**config.mk**
```make
export PLATFORM = sky130hd
export DESIGN_NAME = pmt_top
export DESIGN_NICKNAME = d
export VERILOG_FILES = /design/src/hdl/pmt_pkg.sv /design/src/hdl/pmt_tick.sv /design/src/hdl/pmt_top.sv
export VERILOG_INCLUDE_DIRS = /design/src /design/src/hdl
export SDC_FILE = /design/constraint.sdc
export NUM_CORES = 1
export LEC_CHECK = 0
export BUFFER_PORTS_ARGS = -buffer_cell sky130_fd_sc_hd__buf_2
export CORE_MARGIN = 2
export CORE_UTILIZATION = 42
export CTS_CLUSTER_DIAMETER = 150
export DETAILED_ROUTE_END_ITERATION = 7
export RECOVER_POWER = 100
export SYNTH_ARGS = -nofsm -noshare
export SYNTH_HDL_FRONTEND = slang
export SYNTH_SLANG_ARGS = --single-unit
```
**constraint.sdc**
```tcl
create_clock -name aclk -period 3.7 [get_ports aclk]
set_input_delay 0.185 -clock aclk [delete_from_list [all_inputs] [get_ports aclk]]
set_output_delay 0.185 -clock aclk [all_outputs]
set_load 0.02 [all_outputs]
```
**src/hdl/pmt_consts.svh**
```systemverilog
`ifndef PMT_CONSTS_SVH
`define PMT_CONSTS_SVH
// register byte offsets on the AXI4-Lite bus
`define PMT_OFF_CTRL      8'h00
`define PMT_OFF_ENABLE    8'h04
`define PMT_OFF_RELOAD    8'h08
`define PMT_OFF_CAUSE     8'h0C
`define PMT_OFF_THR_LOW   8'h10
`define PMT_OFF_THR_HIGH  8'h14
`define PMT_OFF_EVENT     8'h18
`define PMT_OFF_STATUS    8'h1C
`define PMT_OFF_PORT      8'h20
// control register fields
`define PMT_CTRL_GATE     0
`define PMT_CTRL_THROTTLE 2
`define PMT_CTRL_FREEZE   3
// cause register fields
`define PMT_CAUSE_PORT    7
`define PMT_CAUSE_EXT     6
`define PMT_CAUSE_IDLE    5
// reset values
`define PMT_RST_CTRL      8'h08
`define PMT_RST_ENABLE    8'h00
`define PMT_RST_RELOAD    8'h00
`define PMT_RST_PERIOD    8'h00
// timing: idle tick in seconds, throttle tick in ns, clock period in ns
`define PMT_CLK_NS        10
`define PMT_THR_TICK_NS   32000
`define PMT_MIN_TICK_S    60
`define PMT_THR_CYCLES    (`PMT_THR_TICK_NS / `PMT_CLK_NS)
`define PMT_MIN_CYCLES    (`PMT_MIN_TICK_S * 64'd1000000000 / `PMT_CLK_NS)
`endif

```
**src/hdl/pmt_pkg.sv**
```systemverilog
package pmt_pkg;
  // throttle phase machine, gray coded from IDLE through HIGH; HIGH back to WAIT flips both bits
  typedef enum logic [1:0] {
    PMT_IDLE  = 2'b00,
    PMT_WAIT  = 2'b01,
    PMT_LOW   = 2'b11,
    PMT_HIGH  = 2'b10
  } pmt_state_t;

  // one register write as it reaches the register file
  typedef struct packed {
    logic        en;
    logic [7:0]  addr;
    logic [31:0] data;
    logic [3:0]  strb;
  } pmt_wr_t;
endpackage : pmt_pkg

```
**src/hdl/pmt_tick.sv**
```systemverilog
`timescale 1ns/1ps
`default_nettype none
// divider giving a one-cycle enable every DIV clocks
module pmt_tick #(
  parameter int unsigned DIV = 3200
) (
  input  wire logic aclk,    // clock
  input  wire logic aresetn, // sync reset, active low
  output logic      tick     // one-cycle pulse
);
  localparam int W = (DIV > 1) ? $clog2(DIV) : 1;
  logic [W-1:0] cnt_q;
  logic [W-1:0] cnt_d;
  logic         tick_d;

  // count down and pulse at the wrap
  always_comb begin
    tick_d = (cnt_q == '0);
    cnt_d  = tick_d ? W'(DIV - 1) : cnt_q - W'(1);
  end

  always_ff @(posedge aclk) begin
    if (!aresetn) begin
      cnt_q <= '0;
      tick  <= 1'b0;
    end else begin
      cnt_q <= cnt_d;
      tick  <= tick_d;
    end
  end
endmodule : pmt_tick
`default_nettype wire

```
**src/hdl/pmt_top.sv**
```systemverilog
// Function
// - writing the idle reload while frozen loads the idle counter
// - reading the idle reload returns the last written value
// - idle counter counts down whenever freeze bit is clear
// - idle counter reaching zero raises a management interrupt request
// - an enabled system event before expiry reloads the idle counter
// - hardware sets the cause bit of an enabled interrupting event
// - writing 0 clears a cause bit, writing 1 does nothing
// - hardware set wins over a same-cycle software clear
// - cause bit 7 is port write, bit 6 the external input
// - bit 5 idle expiry, bits 4..0 lines 12, 8, 4, 3, 1
// - cause bits 15..8 are reserved and read zero
// - stop-grant after stop-clock assertion loads throttle timer from low-period register
// - stop-clock deasserted loads throttle timer from high-period register
// - throttle timer advances once per 32 us tick
// - asserted period count waits for the stop-grant cycle
// - idle counter decrements once per 1705032704 clocks, about 17 s, as int' keeps the low 32 bits of MIN_CYCLES
// - freeze bit stops the idle counter
// - throttle enable bit turns on periodic stop-clock
`include "pmt_consts.svh"
`timescale 1ns/1ps
`default_nettype none
module pmt_top
  import pmt_pkg::*;
#(
  parameter longint unsigned MIN_CYCLES = `PMT_MIN_CYCLES,
  parameter int unsigned     THR_CYCLES = `PMT_THR_CYCLES
) (
  input  wire logic        aclk,            // clock
  input  wire logic        aresetn,         // sync reset, active low
  input  wire logic [7:0]  s_axi_awaddr,    // write address
  input  wire logic        s_axi_awvalid,   // write address valid
  output logic             s_axi_awready,   // write address ready
  input  wire logic [31:0] s_axi_wdata,     // write data
  input  wire logic [3:0]  s_axi_wstrb,     // write strobes
  input  wire logic        s_axi_wvalid,    // write data valid
  output logic             s_axi_wready,    // write data ready
  output logic [1:0]       s_axi_bresp,     // write response
  output logic             s_axi_bvalid,    // write response valid
  input  wire logic        s_axi_bready,    // write response ready
  input  wire logic [7:0]  s_axi_araddr,    // read address
  input  wire logic        s_axi_arvalid,   // read address valid
  output logic             s_axi_arready,   // read address ready
  output logic [31:0]      s_axi_rdata,     // read data
  output logic [1:0]       s_axi_rresp,     // read response
  output logic             s_axi_rvalid,    // read valid
  input  wire logic        s_axi_rready,    // read ready
  input  wire logic        external_mgmt_input_n, // external request
  input  wire logic [4:0]  irq_lines,       // lines 12,8,4,3,1 as 4..0
  input  wire logic [15:0] system_event,    // system activity pulses
  input  wire logic        stop_grant,      // stop-grant cycle seen
  output logic             mgmt_interrupt_out_n,   // interrupt, low
  output logic             cpu_stop_clock_request_n // stop clock, low
);
  // bus handshake state
  logic        aw_have_q, aw_have_d, w_have_q, w_have_d;
  logic [7:0]  aw_addr_q, aw_addr_d;
  logic [31:0] w_data_q, w_data_d;
  logic [3:0]  w_strb_q, w_strb_d;
  logic        bvalid_q, bvalid_d, bresp_err_q, bresp_err_d;
  logic        rvalid_q, rvalid_d;
  logic [31:0] rdata_q, rdata_d;
  logic        rresp_err_q, rresp_err_d;
  pmt_wr_t     wr;
  // software registers
  logic [7:0]  ctrl_q, ctrl_d, enable_q, enable_d, reload_q, reload_d;
  logic [7:0]  thr_low_q, thr_low_d, thr_high_q, thr_high_d;
  logic [15:0] event_en_q, event_en_d;
  logic [7:0]  cause_q, cause_d;
  logic        port_wr;
  // idle counter and throttle
  logic [7:0]  idle_q, idle_d;
  logic        expired_q, expired_d;
  logic [7:0]  thr_q, thr_d;
  pmt_state_t  st_q, st_d;
  logic        gate_q, gate_d;
  logic        cpu_stop_clock_request_q, cpu_stop_clock_request_d;
  logic        min_tick, thr_tick;
  logic [7:0]  set_vec;
  logic        sys_event;

  // byte-lane merge used by the ctrl, enable, reload and period registers
  function automatic logic [7:0] lane0(input logic [7:0] old,
                                       input pmt_wr_t w);
    lane0 = w.strb[0] ? w.data[7:0] : old;
  endfunction : lane0

  function automatic logic hit(input pmt_wr_t w, input logic [7:0] off);
    hit = w.en && (w.addr == off);
  endfunction : hit

  // AXI4-Lite slave: address and data taken in either order, then B
  always_comb begin
    aw_have_d   = aw_have_q;
    w_have_d    = w_have_q;
    aw_addr_d   = aw_addr_q;
    w_data_d    = w_data_q;
    w_strb_d    = w_strb_q;
    bvalid_d    = bvalid_q;
    bresp_err_d = bresp_err_q;
    wr          = '0;
    if (s_axi_awvalid && s_axi_awready) begin
      aw_have_d = 1'b1;
      aw_addr_d = s_axi_awaddr;
    end
    if (s_axi_wvalid && s_axi_wready) begin
      w_have_d = 1'b1;
      w_data_d = s_axi_wdata;
      w_strb_d = s_axi_wstrb;
    end
    if (s_axi_bvalid && s_axi_bready)
      bvalid_d = 1'b0;
    if (aw_have_q && w_have_q && !bvalid_q) begin
      wr.en       = 1'b1;
      wr.addr     = {aw_addr_q[7:2], 2'b00};
      wr.data     = w_data_q;
      wr.strb     = w_strb_q;
      aw_have_d   = 1'b0;
      w_have_d    = 1'b0;
      bvalid_d    = 1'b1;
      bresp_err_d = (aw_addr_q[7:2] > 6'(`PMT_OFF_PORT >> 2));
    end
  end

  assign s_axi_awready = !aw_have_q && !bvalid_q;
  assign s_axi_wready  = !w_have_q && !bvalid_q;
  assign s_axi_bvalid  = bvalid_q;
  assign s_axi_bresp   = bresp_err_q ? 2'b10 : 2'b00;

  // read path: one cycle from address to data
  always_comb begin
    rvalid_d    = rvalid_q;
    rdata_d     = rdata_q;
    rresp_err_d = rresp_err_q;
    if (s_axi_rvalid && s_axi_rready)
      rvalid_d = 1'b0;
    if (s_axi_arvalid && s_axi_arready) begin
      rvalid_d    = 1'b1;
      rresp_err_d = 1'b0;
      case ({s_axi_araddr[7:2], 2'b00})
        `PMT_OFF_CTRL:     rdata_d = {24'h0, ctrl_q};
        `PMT_OFF_ENABLE:   rdata_d = {24'h0, enable_q};
        `PMT_OFF_RELOAD:   rdata_d = {24'h0, reload_q};
        `PMT_OFF_CAUSE:    rdata_d = {24'h0, cause_q};
        `PMT_OFF_THR_LOW:  rdata_d = {24'h0, thr_low_q};
        `PMT_OFF_THR_HIGH: rdata_d = {24'h0, thr_high_q};
        `PMT_OFF_EVENT:    rdata_d = {16'h0, event_en_q};
        `PMT_OFF_STATUS:   rdata_d = {14'h0, cpu_stop_clock_request_q, expired_q,
                                      thr_q, idle_q};
        `PMT_OFF_PORT:     rdata_d = 32'h0;
        default: begin
          rdata_d     = 32'h0;
          rresp_err_d = 1'b1;
        end
      endcase
    end
  end

  assign s_axi_arready = !rvalid_q;
  assign s_axi_rvalid  = rvalid_q;
  assign s_axi_rdata   = rdata_q;
  assign s_axi_rresp   = rresp_err_q ? 2'b10 : 2'b00;

  // tick dividers: one per 1705032704 clocks (MIN_CYCLES cut to 32 bits by int') and one per 32 us
  pmt_tick #(.DIV(int'(MIN_CYCLES))) u_min_tick (
    .aclk    (aclk),
    .aresetn (aresetn),
    .tick    (min_tick)
  );
  pmt_tick #(.DIV(THR_CYCLES)) u_thr_tick (
    .aclk    (aclk),
    .aresetn (aresetn),
    .tick    (thr_tick)
  );

  assign port_wr   = hit(wr, `PMT_OFF_PORT);
  assign sys_event = |(system_event & event_en_q);

  // raw causes gated by their enables
  always_comb begin
    set_vec = '0;
    set_vec[`PMT_CAUSE_PORT] = port_wr;
    set_vec[`PMT_CAUSE_EXT]  = !external_mgmt_input_n;
    set_vec[`PMT_CAUSE_IDLE] = expired_d && !expired_q;
    set_vec[4:0]             = irq_lines;
    set_vec = set_vec & enable_q;
  end

  // register file; cause clears on written zeros, but sets dominate
  always_comb begin
    ctrl_d     = ctrl_q;
    enable_d   = enable_q;
    reload_d   = reload_q;
    thr_low_d  = thr_low_q;
    thr_high_d = thr_high_q;
    event_en_d = event_en_q;
    cause_d    = cause_q;
    gate_d     = gate_q;
    if (hit(wr, `PMT_OFF_CTRL)) begin
      ctrl_d = lane0(ctrl_q, wr);
      if (wr.strb[0])
        gate_d = wr.data[`PMT_CTRL_GATE];
    end
    if (hit(wr, `PMT_OFF_ENABLE))
      enable_d = lane0(enable_q, wr);
    if (hit(wr, `PMT_OFF_RELOAD))
      reload_d = lane0(reload_q, wr);
    if (hit(wr, `PMT_OFF_THR_LOW))
      thr_low_d = lane0(thr_low_q, wr);
    if (hit(wr, `PMT_OFF_THR_HIGH))
      thr_high_d = lane0(thr_high_q, wr);
    if (hit(wr, `PMT_OFF_EVENT)) begin
      if (wr.strb[0]) event_en_d[7:0]  = wr.data[7:0];
      if (wr.strb[1]) event_en_d[15:8] = wr.data[15:8];
    end
    if (hit(wr, `PMT_OFF_CAUSE) && wr.strb[0])
      cause_d = cause_q & wr.data[7:0];
    cause_d = cause_d | set_vec;
  end

  // idle counter: frozen, loaded, reloaded on activity, counted per min_tick
  always_comb begin
    idle_d    = idle_q;
    expired_d = expired_q;
    if (ctrl_q[`PMT_CTRL_FREEZE]) begin
      if (hit(wr, `PMT_OFF_RELOAD) && wr.strb[0]) begin
        idle_d    = wr.data[7:0];
        expired_d = 1'b0;
      end
    end else if (sys_event && !expired_q) begin
      idle_d = reload_q;
    end else if (min_tick && idle_q != 8'h00) begin
      idle_d = idle_q - 8'h01;
    end
    if (!ctrl_q[`PMT_CTRL_FREEZE] && idle_d == 8'h00 && !sys_event)
      expired_d = 1'b1;
    if (sys_event && !ctrl_q[`PMT_CTRL_FREEZE])
      expired_d = 1'b0;
  end

  // throttle phase machine; the low-phase count starts only after stop-grant
  always_comb begin
    st_d     = st_q;
    thr_d    = thr_q;
    cpu_stop_clock_request_d = cpu_stop_clock_request_q;
    case (st_q)
      PMT_IDLE: begin
        if (ctrl_q[`PMT_CTRL_THROTTLE]) begin
          cpu_stop_clock_request_d = 1'b1;
          st_d     = PMT_WAIT;
        end
      end
      PMT_WAIT: begin
        if (stop_grant) begin
          thr_d = thr_low_q;
          st_d  = PMT_LOW;
        end
      end
      PMT_LOW: begin
        if (thr_tick) begin
          if (thr_q == 8'h00) begin
            cpu_stop_clock_request_d = 1'b0;
            thr_d    = thr_high_q;
            st_d     = PMT_HIGH;
          end else begin
            thr_d = thr_q - 8'h01;
          end
        end
      end
      PMT_HIGH: begin
        if (thr_tick) begin
          if (thr_q == 8'h00) begin
            cpu_stop_clock_request_d = 1'b1;
            st_d     = PMT_WAIT;
          end else begin
            thr_d = thr_q - 8'h01;
          end
        end
      end
      default: st_d = PMT_IDLE;
    endcase
    // leaving throttle releases stop-clock at once
    if (!ctrl_q[`PMT_CTRL_THROTTLE]) begin
      st_d     = PMT_IDLE;
      cpu_stop_clock_request_d = 1'b0;
    end
  end

  always_ff @(posedge aclk) begin
    if (!aresetn) begin
      aw_have_q   <= 1'b0;
      w_have_q    <= 1'b0;
      aw_addr_q   <= 8'h00;
      w_data_q    <= 32'h0;
      w_strb_q    <= 4'h0;
      bvalid_q    <= 1'b0;
      bresp_err_q <= 1'b0;
      rvalid_q    <= 1'b0;
      rdata_q     <= 32'h0;
      rresp_err_q <= 1'b0;
      ctrl_q      <= `PMT_RST_CTRL;
      enable_q    <= `PMT_RST_ENABLE;
      reload_q    <= `PMT_RST_RELOAD;
      thr_low_q   <= `PMT_RST_PERIOD;
      thr_high_q  <= `PMT_RST_PERIOD;
      event_en_q  <= 16'h0;
      cause_q     <= 8'h00;
      gate_q      <= 1'b0;
      idle_q      <= `PMT_RST_RELOAD;
      expired_q   <= 1'b0;
      thr_q       <= 8'h00;
      st_q        <= PMT_IDLE;
      cpu_stop_clock_request_q    <= 1'b0;
    end else begin
      aw_have_q   <= aw_have_d;
      w_have_q    <= w_have_d;
      aw_addr_q   <= aw_addr_d;
      w_data_q    <= w_data_d;
      w_strb_q    <= w_strb_d;
      bvalid_q    <= bvalid_d;
      bresp_err_q <= bresp_err_d;
      rvalid_q    <= rvalid_d;
      rdata_q     <= rdata_d;
      rresp_err_q <= rresp_err_d;
      ctrl_q      <= ctrl_d;
      enable_q    <= enable_d;
      reload_q    <= reload_d;
      thr_low_q   <= thr_low_d;
      thr_high_q  <= thr_high_d;
      event_en_q  <= event_en_d;
      cause_q     <= cause_d;
      gate_q      <= gate_d;
      idle_q      <= idle_d;
      expired_q   <= expired_d;
      thr_q       <= thr_d;
      st_q        <= st_d;
      cpu_stop_clock_request_q    <= cpu_stop_clock_request_d;
    end
  end

  // pins registered so they never glitch
  logic irq_pin_q;
  always_ff @(posedge aclk) begin
    if (!aresetn)
      irq_pin_q <= 1'b0;
    else
      irq_pin_q <= gate_d && (cause_d != 8'h00);
  end
  assign mgmt_interrupt_out_n     = !irq_pin_q;
  assign cpu_stop_clock_request_n = !cpu_stop_clock_request_q;
endmodule : pmt_top
`default_nettype wire

```
==> results of run 1 <==
-- power by group through the flow --
stage | clock [W] | combinational [W] | sequential, W
after detailed placement | 0 | 0.00123 | 0.00240
after CTS | 0.00183 | 0.00125 | 0.00237
after global placement | 0 | 0.00121 | 0.00240
final | 0.00179 | 0.00117 | 0.00237
after floorplan | 0 | 0.00108 | 0.00236
after global routing | 0.00192 | 0.00133 | 0.00240
-- what timing repair did --
| action | CTS | global route |
|---|---|---|
| resized for setup | 0 | 0 |
| endpoints found under the hold margin | 26 | 0 |
| hold buffers | 26 | 0 |
-- flip-flops by register name, summed over array words and instances, names as in the netlist, 12 cells and up --
signal            flops
w_data_q             16
u_min_tick.cnt_q     31
s_axi_rdata          18
u_thr_tick.cnt_q     12
event_en_q           16
-- kinds of logic after synthesis --
group / share of synthesized area (%)
multiplexers: 4.698
adder cells (fa/ha/maj): 0.7578
other: 0.04542
XOR/XNOR: 3.925
AND/OR/NAND/NOR: 23.57
flip-flops: 43.41
AO/OA/AOI/OAI: 18.49
buffers and inverters: 5.107
-- critical path, delay by kind of cell, from the launching register on --
family                   cells  cell delay, ns
flip-flops                   1            0.33
AND/OR/NAND/NOR              7            2.30
adder cells (fa/ha/maj)      1            0.19
buffers and inverters        1            0.06
-- cell usage after synthesis, types with 3 or more instances --
cell type and number:
sky130_fd_sc_hd__a211oi_1 7, sky130_fd_sc_hd__a21o_1 3, sky130_fd_sc_hd__a21oi_1 87, sky130_fd_sc_hd__a21oi_2 10
sky130_fd_sc_hd__a222oi_1 8, sky130_fd_sc_hd__a22oi_1 50, sky130_fd_sc_hd__a31oi_1 6, sky130_fd_sc_hd__and2_1 8
sky130_fd_sc_hd__buf_2 3, sky130_fd_sc_hd__buf_4 18, sky130_fd_sc_hd__clkbuf_1 40, sky130_fd_sc_hd__dfxtp_1 179
sky130_fd_sc_hd__ha_1 5, sky130_fd_sc_hd__inv_1 18, sky130_fd_sc_hd__mux2i_1 35, sky130_fd_sc_hd__nand2_1 104
sky130_fd_sc_hd__nand2b_1 14, sky130_fd_sc_hd__nand3_1 11, sky130_fd_sc_hd__nand3b_1 3, sky130_fd_sc_hd__nand4_1 16
sky130_fd_sc_hd__nor2_1 181, sky130_fd_sc_hd__nor2b_1 4, sky130_fd_sc_hd__nor3_1 22, sky130_fd_sc_hd__nor4_1 8
sky130_fd_sc_hd__o211ai_1 7, sky130_fd_sc_hd__o21ai_0 20, sky130_fd_sc_hd__o31ai_1 6, sky130_fd_sc_hd__or2_2 3
sky130_fd_sc_hd__or3_1 10, sky130_fd_sc_hd__or4_1 9, sky130_fd_sc_hd__xnor2_1 21, sky130_fd_sc_hd__xor2_1 16
-- final cells by class --
class	instances	area (sq um)
flip-flops and latches	179	3583
clock buffers	21	460.4
clock inverters	11	117.6
inverters	19	71.32
repair buffers	123	739.5
multi-input cells	737	4243
well taps	265	331.6
fillers	1969	9852
-- through the flow --
stage                     total power, W  utilization [%]  setup WS, ns  area [sq um]
after floorplan                 0.003444                -         1.290          8312
after global placement          0.003612            45.47         1.012          8821
after detailed placement        0.003631            45.47        0.9917          8821
after CTS                       0.005449            49.79        0.9820          9659
after global routing            0.005652            49.21        0.4195          9547
final                           0.005323            49.21        0.6848          9547
-- routing by layer --
metal  share of wire [%]  track usage, %  wire length [um]
met5                   0               0                 0
met4                 1.5           6.183               333
met3                 6.0           4.404              1348
met2                  46           34.14             10270
met1                  47           31.40             10560
-- how the worst max path moves through the flow --
stage	startpoint	to	slack, ns	depth (start not counted)
3_5_place_dp	u_min_tick.cnt_q[0]	u_min_tick.cnt_q[10]	0.99	9
2_1_floorplan	thr_q[0]	thr_q[5]	1.29	10
4_1_cts	u_min_tick.cnt_q[0]	u_min_tick.cnt_q[10]	0.98	9
6_report	u_min_tick.cnt_q[0]	u_min_tick.cnt_q[10]	0.68	9
3_3_place_gp	u_min_tick.cnt_q[0]	u_min_tick.cnt_q[18]	1.01	9
5_1_grt	u_min_tick.cnt_q[0]	u_min_tick.cnt_q[10]	0.42	9
==> results.json, run 1 <==
{
  "design.core.area_sq_um": 19400,
  "layout.cells.most_common": "sky130_fd_sc_hd__nor2_1",
  "clock_tree.htree_level_count": 4,
  "dp.final_hpwl_um": 15900,
  "reg2reg_to": "u_min_tick.cnt_q[10]",
  "worst_clock_skew_ns": 0.008664,
  "final_setup_tns_ns": 0,
  "min-delay-start": "s_axi_bready",
  "routed-via-count": 7402,
  "worstHoldEndpoint": "s_axi_bvalid",
  "final_cells": 1355,
  "worst_r2r_startpoint": "u_min_tick.cnt_q[0]",
  "detail_route.vias_per_cell": 5.463,
  "synth_top_area_share_pct": 43.41,
  "async_flop_share_pct": 0,
  "postSynth.topFlopCell": "sky130_fd_sc_hd__dfxtp_1",
  "synth.cell_area_sq_um": 8255,
  "achievable-frequency_ghz": 0.3317,
  "weighted_congestion_reported_at_the_end_of_routability_driven_placement": 0.8642,
  "reg2reg_setup_slack_ns": 0.68,
  "synth_seq_cells": 179,
  "worst-endpoint-arrival_ns": 3.33,
  "grt.overflow.total": 0,
  "synth_top_cell_by_area": "sky130_fd_sc_hd__dfxtp_1",
  "number_of_buffers_inserted_to_repair_setup_after_cts": 0,
  "tightest_pin_transition_ns": 2.522,
  "layout_worst_path_cycle_share_pct": 81.49,
  "peakVddDrop_v": 0.0004838,
  "floorplan.rows": 51,
  "clk-insertion-delay-late_ns": 0.43,
  "grt.total_usage_pct": 22.09,
  "worst_path_most_repeated_cell": "sky130_fd_sc_hd__nor2_1",
  "start_kind": "register",
  "internal_power_w": 0.003680,
  "pin_count_of_the_biggest_net_entering_global_routing": 77,
  "grt_antenna_before_repair": 0,
  "slew_viol_final": 76,
  "hold_viol": 0,
  "drt-initial-drc-count": 683,
  "count_of_warnings_emitted_by_yosys": 0,
  "violations_in_the_final_reports": "max-capacitance violations, max-slew violations",
  "layout.cells.most_common_list": "182 x sky130_fd_sc_hd__nor2_1, 179 x sky130_fd_sc_hd__dfxtp_1, 105 x sky130_fd_sc_hd__nand2_1",
  "cts.path.max_buffers": 2,
  "netSwitchingPower_w": 0.001643,
  "drc": 0,
  "period_needed_ns": 3.015,
  "power_density_nw_per_um2": 557.6,
  "synth-seq-area-share_pct": 43.41,
  "setup_repair_after_global_routing_missed_its_margin": "false",
  "via_count_of_the_first_global_routing_pass": 6453,
  "io_buffer_count": 86,
  "path_cells": "inv_1, ha_1, or4b_1, nand2b_1, nor2_1, nand3_1, or4_4, nand2_1, nor2_1",
  "total_wirelength_of_the_detailed_routed_design_um": 22510,
  "die_area_sq_um": 20790,
  "drv_cap": 1,
  "worst_slew_margin_rel_pct": -68.33,
  "power_switching_share_pct": 30.87,
  "floorplan.io_pins": 125,
  "netlist_top_cells_area": "sky130_fd_sc_hd__dfxtp_1 43%, sky130_fd_sc_hd__nor2_1 8.2%, sky130_fd_sc_hd__a21oi_1 5.3%",
  "dp_cells": 1297,
  "fraction_of_final_layout_cells_sized_beyond_drive_strength_1_pct": 10.73,
  "type_of_element_capturing_the_critical_path": "register",
  "hold-worst-slack_ns": 0.03028,
  "power_frac_clock_pct": 33.6,
  "timing.final.setup_violations": 0,
  "clockRootBuffer": "sky130_fd_sc_hd__clkbuf_16",
  "clock_sinks": 179,
  "power_frac_seq_pct": 44.5,
  "die_y_um": 144.2,
  "syn-instance-count": 986,
  "drt_pre_antenna_iters": 7,
  "p_leak_nw": 3.612,
  "die_w_um": 144.2,
  "cts_tree": "done",
  "first_pass_grt_wire_length_um": 35310,
  "critical_path.slowest_cell": "sky130_fd_sc_hd__or4_4",
  "tritoncts.num_buffers": 17,
  "syn2layout_area_growth_pct": 15.64,
  "worstSetupPathType": "register to register",
  "outcome": "finished, violations left",
  "worst_hold_path_type": "primary input to register",
  "clk_transition_reported_paths_ns": 0.07,
  "drt.antenna.violating_nets": 0,
  "worst-path-max-fanout": 14,
  "max_stage_delay_ns": 0.58,
  "initial_utilization_pct": 42.56,
  "crit_required_ns": 4.01,
  "synth-edff-count": 0,
  "rr_worst_depth": 9,
  "post_layout_nets": 1164,
  "combinationalPowerShare_pct": 22.0,
  "synthesis.area_per_instance_sq_um": 8.373,
  "post_drt_wl_per_cell_um": 16.61,
  "synth.lib_cells_used.distinct": 75,
  "whs_path_depth": 3,
  "insertedDiodeCount": 0
}
Power figures use the tool's default switching activity.
==> inputs of run 2 (changes only) <==
- ABC_AREA: default -> 1
- clock period: 3.7 -> 3.05 ns (I/O delays scaled with it)
==> run 2 against run 1 <==
  * The run now ends clean
  * Sequential power grew 20%
  * Critical path depth is 8 higher
  * Power increased by 23%
  * Largest cell class unchanged
  * Critical endpoint is now irq_pin_q
  * Synthesized cell count rose by 22%
  * Design area increased by 2.9%
  * Worst hold slack worse by 0.027 ns
  * Routed wire length grew 4.4%
  * Via count is 8.3% higher
==> results.json, run 2 <==
{
  "slew_viol_final": 0,
  "via_count_of_the_first_global_routing_pass": 7157,
  "layout_worst_path_cycle_share_pct": 84.50,
  "timing.critical_path.max_delay_family": "simple AND/OR/NAND/NOR gates",
  "crit_required_ns": 3.38,
  "weighted_congestion_reported_at_the_end_of_routability_driven_placement": 0.8967,
  "hold_viol": 0,
  "clk_transition_reported_paths_ns": 0.07,
  "detail_route.vias_per_cell": 5.056,
  "fill_cells": 2095,
  "drv_cap": 0,
  "die_y_um": 146.7,
  "worstSetupPathType": "register to register",
  "setup_repair_after_global_routing_missed_its_margin": "false",
  "synthesis.area_per_instance_sq_um": 7.093,
  "worst_hold_path_type": "primary input to register",
  "peakVddDrop_v": 0.0003761,
  "worst_slew_margin_rel_pct": 29.18,
  "synth-edff-count": 0,
  "postCtsResizedCells": 0,
  "path_cells": "clkinv_1, nand3_1, a21oi_2, nor2_4, nand2_4, nor2_1, inv_1, o21ai_0, nand2_1, nand2_1, nor2_1, nand3_1, nand2_1, nand3_1, nand3_1, nand2_1, inv_1",
  "clock_tree.htree_level_count": 4,
  "dp_cells": 1536,
  "critical_path.slowest_cell": "sky130_fd_sc_hd__dfxtp_1",
  "outcome": "finished, final reports clean",
  "worst-endpoint-arrival_ns": 2.91,
  "io_buffer_count": 86,
  "max_stage_delay_ns": 0.50,
  "synth_top_area_share_pct": 41.93,
  "count_of_warnings_emitted_by_yosys": 0,
  "first_pass_grt_wire_length_um": 37210,
  "drt_pre_antenna_iters": 6,
  "tritoncts.num_buffers": 17,
  "floorplan.rows": 52,
  "initial_utilization_pct": 42.51,
  "async_flop_share_pct": 0,
  "grt.overflow.total": 0,
  "synth_seq_cells": 179,
  "achievable-frequency_ghz": 0.3880,
  "worst-path-max-fanout": 19,
  "syn2layout_area_growth_pct": 14.90,
  "clk-insertion-delay-late_ns": 0.43,
  "top_register": "u_min_tick.cnt_q",
  "grt_antenna_before_repair": 0,
  "cts.path.max_buffers": 2,
  "dp_slack_ns": 0.6264,
  "synth.most_common_cell": "sky130_fd_sc_hd__nand2_1",
  "synth-seq-area-share_pct": 41.93,
  "drt.antenna.violating_nets": 0,
  "netlist_top_cells_area": "sky130_fd_sc_hd__dfxtp_1 42%, sky130_fd_sc_hd__nand2_1 7.9%, sky130_fd_sc_hd__nor2_1 7.6%",
  "syn-instance-count": 1205,
  "dp.final_hpwl_um": 16990,
  "synth_top_cell_by_area": "sky130_fd_sc_hd__dfxtp_1",
  "synth.lib_cells_used.distinct": 53,
  "timing.final.setup_violations": 0,
  "report.power.total_w": 0.006563,
  "fin_ws_ns": 0.4729,
  "start_kind": "register",
  "pin_count_of_the_biggest_net_entering_global_routing": 84,
  "layout.cells.most_common_list": "185 x sky130_fd_sc_hd__nand2_1, 179 x sky130_fd_sc_hd__nor2_1, 179 x sky130_fd_sc_hd__dfxtp_1",
  "design.core.area_sq_um": 20100,
  "drc": 0,
  "largest_register_ffs": 31,
  "post_drt_wl_per_cell_um": 14.83,
  "worst_clock_skew_ns": 0.008328,
  "floorplan.io_pins": 125,
  "fraction_of_final_layout_cells_sized_beyond_drive_strength_1_pct": 9.125,
  "post_layout_nets": 1389,
  "postSynth.topFlopCell": "sky130_fd_sc_hd__dfxtp_1",
  "type_of_element_capturing_the_critical_path": "register",
  "cts_tree": "done",
  "p_leak_nw": 4.048,
  "drt-initial-drc-count": 612,
  "final_setup_tns_ns": 0,
  "insertedDiodeCount": 0,
  "grt.total_usage_pct": 21.85,
  "postPlaceCellArea_sq_um": 9185,
  "layout.cells.most_common": "sky130_fd_sc_hd__nand2_1",
  "routed-via-count": 8013,
  "period_needed_ns": 2.577,
  "tightest_pin_transition_ns": 1.062,
  "power_density_nw_per_um2": 668.3,
  "die_area_sq_um": 21510,
  "total_wirelength_of_the_detailed_routed_design_um": 23500,
  "cell_types_with_the_highest_counts_after_synthesis": "180 x sky130_fd_sc_hd__nand2_1, 179 x sky130_fd_sc_hd__dfxtp_1, 174 x sky130_fd_sc_hd__nor2_1, 170 x sky130_fd_sc_hd__inv_1, 112 x sky130_fd_sc_hd__a21oi_1",
  "clock_sinks": 179,
  "worstPathBufferInverterCount": 3,
  "synth.cell_area_sq_um": 8547,
  "clockRootBuffer": "sky130_fd_sc_hd__clkbuf_16",
  "final_area_sq_um": 9821,
  "die_w_um": 146.7,
  "final_cells": 1585
}
run 2: cell count changes in the layout (fill, tap and decap cells not counted), moves of 18 or more:
cell,before,now
sky130_fd_sc_hd__mux2i_1,35,0
sky130_fd_sc_hd__a21oi_1,94,112
sky130_fd_sc_hd__a22oi_1,50,0
sky130_fd_sc_hd__nand2_1,105,185
sky130_fd_sc_hd__o21ai_0,20,111
sky130_fd_sc_hd__nand3_1,12,42
sky130_fd_sc_hd__inv_1,19,172
sky130_fd_sc_hd__o22ai_1,1,29
run 2: worst reg2reg max path: stages (launching register included):
cell and delay, ns:
sky130_fd_sc_hd__dfxtp_1 0.50, sky130_fd_sc_hd__clkinv_1 0.13, sky130_fd_sc_hd__nand3_1 0.37, sky130_fd_sc_hd__a21oi_2 0.11, sky130_fd_sc_hd__nor2_4 0.18, sky130_fd_sc_hd__nand2_4 0.18, sky130_fd_sc_hd__nor2_1 0.20, sky130_fd_sc_hd__inv_1 0.07
sky130_fd_sc_hd__o21ai_0 0.09, sky130_fd_sc_hd__nand2_1 0.10, sky130_fd_sc_hd__nand2_1 0.08, sky130_fd_sc_hd__nor2_1 0.04, sky130_fd_sc_hd__nand3_1 0.09, sky130_fd_sc_hd__nand2_1 0.07, sky130_fd_sc_hd__nand3_1 0.09, sky130_fd_sc_hd__nand3_1 0.08
sky130_fd_sc_hd__nand2_1 0.07, sky130_fd_sc_hd__inv_1 0.03
run 2: final cells by class:
class	instances	area (sq um)	area share (%)
sequential	179	3583	36.49
clock inverter	11	113.9	1.159
timing repair buffer	115	641.9	6.536
inverter	178	668.1	6.803
tap	270	337.8	3.440
multi-input combinational	811	4005	40.78
clock buffer	21	470.5	4.790
run 2: metrics by stage:
| step | util (%) | hold slack, ns |
|---|---|---|
| 6_report | 48.85 | 0.003141 |
| 3_5_place_dp | 45.69 | 0.4083 |
| 5_1_grt | 48.85 | 0.01355 |
| 4_1_cts | 49.44 | 0.003365 |
| 2_1_floorplan | - | 0.3104 |
| 3_3_place_gp | 45.69 | 0.4085 |
run 2: where the power goes:
group          total (W)  internal, W  switching, W
clock network    0.00218      0.00121      0.000971
registers        0.00285      0.00262      0.000230
logic            0.00154     0.000584      0.000953
run 2: final timing paths:
kind                            slack (ns)                   to  depth (start not counted)                start
worst max-delay path                  0.47            irq_pin_q                         17         s_axi_bvalid
worst min-delay path                 0.003          w_data_q[6]                          3       s_axi_wdata[6]
worst max register to register        0.47            irq_pin_q                         17         s_axi_bvalid
worst min register to register        0.44  u_thr_tick.cnt_q[0]                          1  u_thr_tick.cnt_q[0]
run 2: what timing repair did:
action,4_1_cts,5_1_grt
buffers inserted,0,0
hold buffers,17,0
hold endpoints to repair,17,0
run 2: cells by family after synthesis:
family,after synthesis,share of synthesized area [%]
AND/OR/NAND/NOR,457,23.51
XOR/XNOR,24,2.459
buffers and inverters,230,11.05
adder cells (fa/ha/maj),5,0.7320
flip-flops,179,41.93
AO/OA/AOI/OAI,309,20.28
other,1,0.04388
run 2: layer usage:
metal | routed length [um] | track usage, % | vias up
met5 | 0 | 0 | -
met4 | 416 | 5.971 | 0
met3 | 1189 | 3.969 | 26
met2 | 10350 | 33.85 | 215
met1 | 11540 | 31.30 | 3654
li1 | - | - | 4118
==> inputs of run 3 (changes only) <==
- ABC_AREA: 1 -> 0
- clock period: 3.05 -> 2.35 ns (I/O delays scaled with it)
==> run 3 against run 2 <==
  * Highest routed layer unchanged
  * Clock-buffer cell count fell by 1
  * Power increased by 33%
  * Die area down 3.3%
  * Core utilization grew 3.3 points
  * Via count is 5.9% lower
  * Critical endpoint is now thr_q[5]
  * Critical path depth decreased by 8
  * Maximum frequency grew 11%
  * Largest cell class unchanged
  * Cell count shrank 11%
  * Sequential share of layout area shrank 0.98 points
==> results.json, run 3 (same netlist as run 1, synthesis figures left out) <==
{
  "drt.antenna.violating_nets": 0,
  "clk-insertion-delay-late_ns": 0.43,
  "final_area_sq_um": 10110,
  "type_of_element_capturing_the_critical_path": "register",
  "die_w_um": 144.2,
  "drv_cap": 0,
  "worst_slew_margin_rel_pct": 40.38,
  "ff_latch_area_sq_um": 3588,
  "fraction_of_final_layout_cells_sized_beyond_drive_strength_1_pct": 16.33,
  "clockRootBuffer": "sky130_fd_sc_hd__clkbuf_16",
  "combinationalPowerShare_pct": 24.3,
  "rr_worst_depth": 9,
  "drc": 0,
  "power_density_nw_per_um2": 863.8,
  "clk_transition_reported_paths_ns": 0.07,
  "worst_clock_skew_ns": 0.009426,
  "timing.critical_path.max_delay_family": "simple AND/OR/NAND/NOR gates",
  "tightest_pin_transition_ns": 0.8943,
  "insertedDiodeCount": 0,
  "post_layout_nets": 1219,
  "fin_ws_ns": 0.02726,
  "whs_path_depth": 3,
  "first_pass_grt_wire_length_um": 35950,
  "drt-initial-drc-count": 630,
  "die_y_um": 144.2,
  "grt_antenna_before_repair": 0,
  "number_of_buffers_inserted_to_repair_setup_after_cts": 0,
  "period_needed_ns": 2.323,
  "slew_viol_final": 0,
  "dp_slack_ns": -0.002040,
  "weighted_congestion_reported_at_the_end_of_routability_driven_placement": 0.8780,
  "setup_repair_after_global_routing_missed_its_margin": "true",
  "peakVddDrop_v": 0.0009109,
  "floorplan.rows": 51,
  "layout_worst_path_cycle_share_pct": 98.84,
  "drt_pre_antenna_iters": 5,
  "post_drt_wl_per_cell_um": 16.45,
  "syn2layout_area_growth_pct": 22.43,
  "worst_hold_path_type": "primary input to register",
  "reg2reg_setup_slack_ns": 0.03,
  "worst-path-max-fanout": 5,
  "netSwitchingPower_w": 0.002740,
  "max_stage_delay_ns": 0.54,
  "io_buffer_count": 86,
  "worst-endpoint-arrival_ns": 2.64,
  "crit_required_ns": 2.67,
  "worstSetupPathType": "register to register",
  "power_switching_share_pct": 31.38,
  "hold_viol": 0,
  "detail_route.vias_per_cell": 5.350,
  "timing.final.setup_violations": 0,
  "largest_register_ffs": 31,
  "clock_sinks": 179,
  "cts.path.max_buffers": 2,
  "power_frac_clock_pct": 33.1,
  "die_area_sq_um": 20790,
  "min-delay-start": "stop_grant",
  "floorplan.io_pins": 125,
  "outcome": "finished, final reports clean",
  "power_frac_seq_pct": 42.6,
  "reg2reg_to": "thr_q[5]",
  "grt.total_usage_pct": 22.56,
  "internal_power_w": 0.005992,
  "tritoncts.num_buffers": 17,
  "multi_input_comb_area_sq_um": 4348,
  "routed-via-count": 7544,
  "achievable-frequency_ghz": 0.4305,
  "pin_count_of_the_biggest_net_entering_global_routing": 48,
  "layout.cells.most_common": "sky130_fd_sc_hd__nor2_1",
  "finish.utilization_pct": 52.10,
  "path_cells": "inv_2, ha_4, or3b_4, or3_4, or4b_4, o211ai_1, nand2_1, a22oi_1, nor2_1",
  "critical_path.slowest_cell": "sky130_fd_sc_hd__or4b_4",
  "p_leak_nw": 3.891,
  "worst_r2r_startpoint": "thr_q[0]",
  "worstHoldEndpoint": "st_q[1]",
  "via_count_of_the_first_global_routing_pass": 6801,
  "start_kind": "register",
  "fill_cells": 1907,
  "worstPathBufferInverterCount": 1,
  "clock_tree.htree_level_count": 4,
  "dp.final_hpwl_um": 16630,
  "postPlaceCellArea_sq_um": 9224,
  "initial_utilization_pct": 42.56,
  "layout.cells.most_common_list": "181 x sky130_fd_sc_hd__nor2_1, 175 x sky130_fd_sc_hd__dfxtp_1, 104 x sky130_fd_sc_hd__nand2_1",
  "total_wirelength_of_the_detailed_routed_design_um": 23200,
  "design.core.area_sq_um": 19400,
  "grt.overflow.total": 0,
  "cts_tree": "done",
  "top_register": "u_min_tick.cnt_q"
}
-- run 3: cell count changes in the layout (fill, tap and decap cells not counted), sizes merged, moves of 13 or more --
cell | before | now
dlygate4sd3 | 17 | 34
o21ai | 117 | 20
inv | 180 | 26
nand4 | 4 | 17
nand2 | 187 | 105
mux2i | 0 | 35
nand2b | 0 | 14
nand3 | 44 | 12
a22oi | 0 | 50
a21oi | 113 | 97
buf | 67 | 101
o22ai | 29 | 1
-- run 3: worst max path at each step --
stage	startpoint	end	slack, ns	depth (start not counted)
detailed placement	thr_q[0]	thr_q[5]	-0.002	9
floorplan	thr_q[0]	thr_q[5]	-0.01	10
global placement	thr_q[1]	thr_q[5]	0.02	9
global route	thr_q[0]	thr_q[5]	-0.07	9
finish	thr_q[0]	thr_q[5]	0.03	9
CTS	u_min_tick.cnt_q[19]	u_min_tick.cnt_q[1]	0.03	7
-- run 3: final cells by class --
cell class / instances / area share (%)
Clock buffer: 20 / 4.617
Multi-Input combinational cell: 737 / 43.02
Inverter: 19 / 0.7304
Sequential cell: 179 / 35.50
Tap cell: 265 / 3.281
Clock inverter: 12 / 1.349
Timing Repair Buffer: 178 / 11.50
-- run 3: timing repair --
item	CTS	global route
endpoints found under the setup margin	3	13
hold endpoints to repair	31	0
pin swaps	0	2
resized for setup	2	13
hold buffers	34	0
-- run 3: power groups by stage --
stage | registers (W) | clock network (W) | logic [W]
6_report | 0.00372 | 0.00289 | 0.00212
5_1_grt | 0.00378 | 0.00309 | 0.00237
2_1_floorplan | 0.00372 | 0 | 0.00172
4_1_cts | 0.00372 | 0.00295 | 0.00217
3_5_place_dp | 0.00378 | 0 | 0.00212
3_3_place_gp | 0.00378 | 0 | 0.00209
-- run 3: worst reg2reg max path: stages, from the launching register on --
cell and delay [ns]:
sky130_fd_sc_hd__dfxtp_2 0.32, sky130_fd_sc_hd__inv_2 0.07, sky130_fd_sc_hd__ha_4 0.13, sky130_fd_sc_hd__or3b_4 0.37, sky130_fd_sc_hd__or3_4 0.37, sky130_fd_sc_hd__or4b_4 0.54, sky130_fd_sc_hd__o211ai_1 0.12, sky130_fd_sc_hd__nand2_1 0.07
sky130_fd_sc_hd__a22oi_1 0.17, sky130_fd_sc_hd__nor2_1 0.05
-- run 3: per-stage QoR --
step	TNS, ns	std cells	hold WS (ns)	power, W
4_1_cts	0	1410	0.03357	0.008848
5_1_grt	-0.7901	1410	0.05382	0.009233
6_report	0	1410	0.05104	0.008731
3_3_place_gp	0	1344	0.3079	0.005869
3_5_place_dp	-0.002040	1344	0.3028	0.005898
2_1_floorplan	-0.01149	1001	0.2165	0.005443
-- run 3: routing by layer --
metal  vias to the layer above  GRT usage, %  share of wire [%]
met3                        33         4.801                5.5
met2                       207         35.06                 45
met4                         0         7.665                2.4
met1                      3554         31.17                 47
li1                       3750             -                  -
met5                         -             0                  0
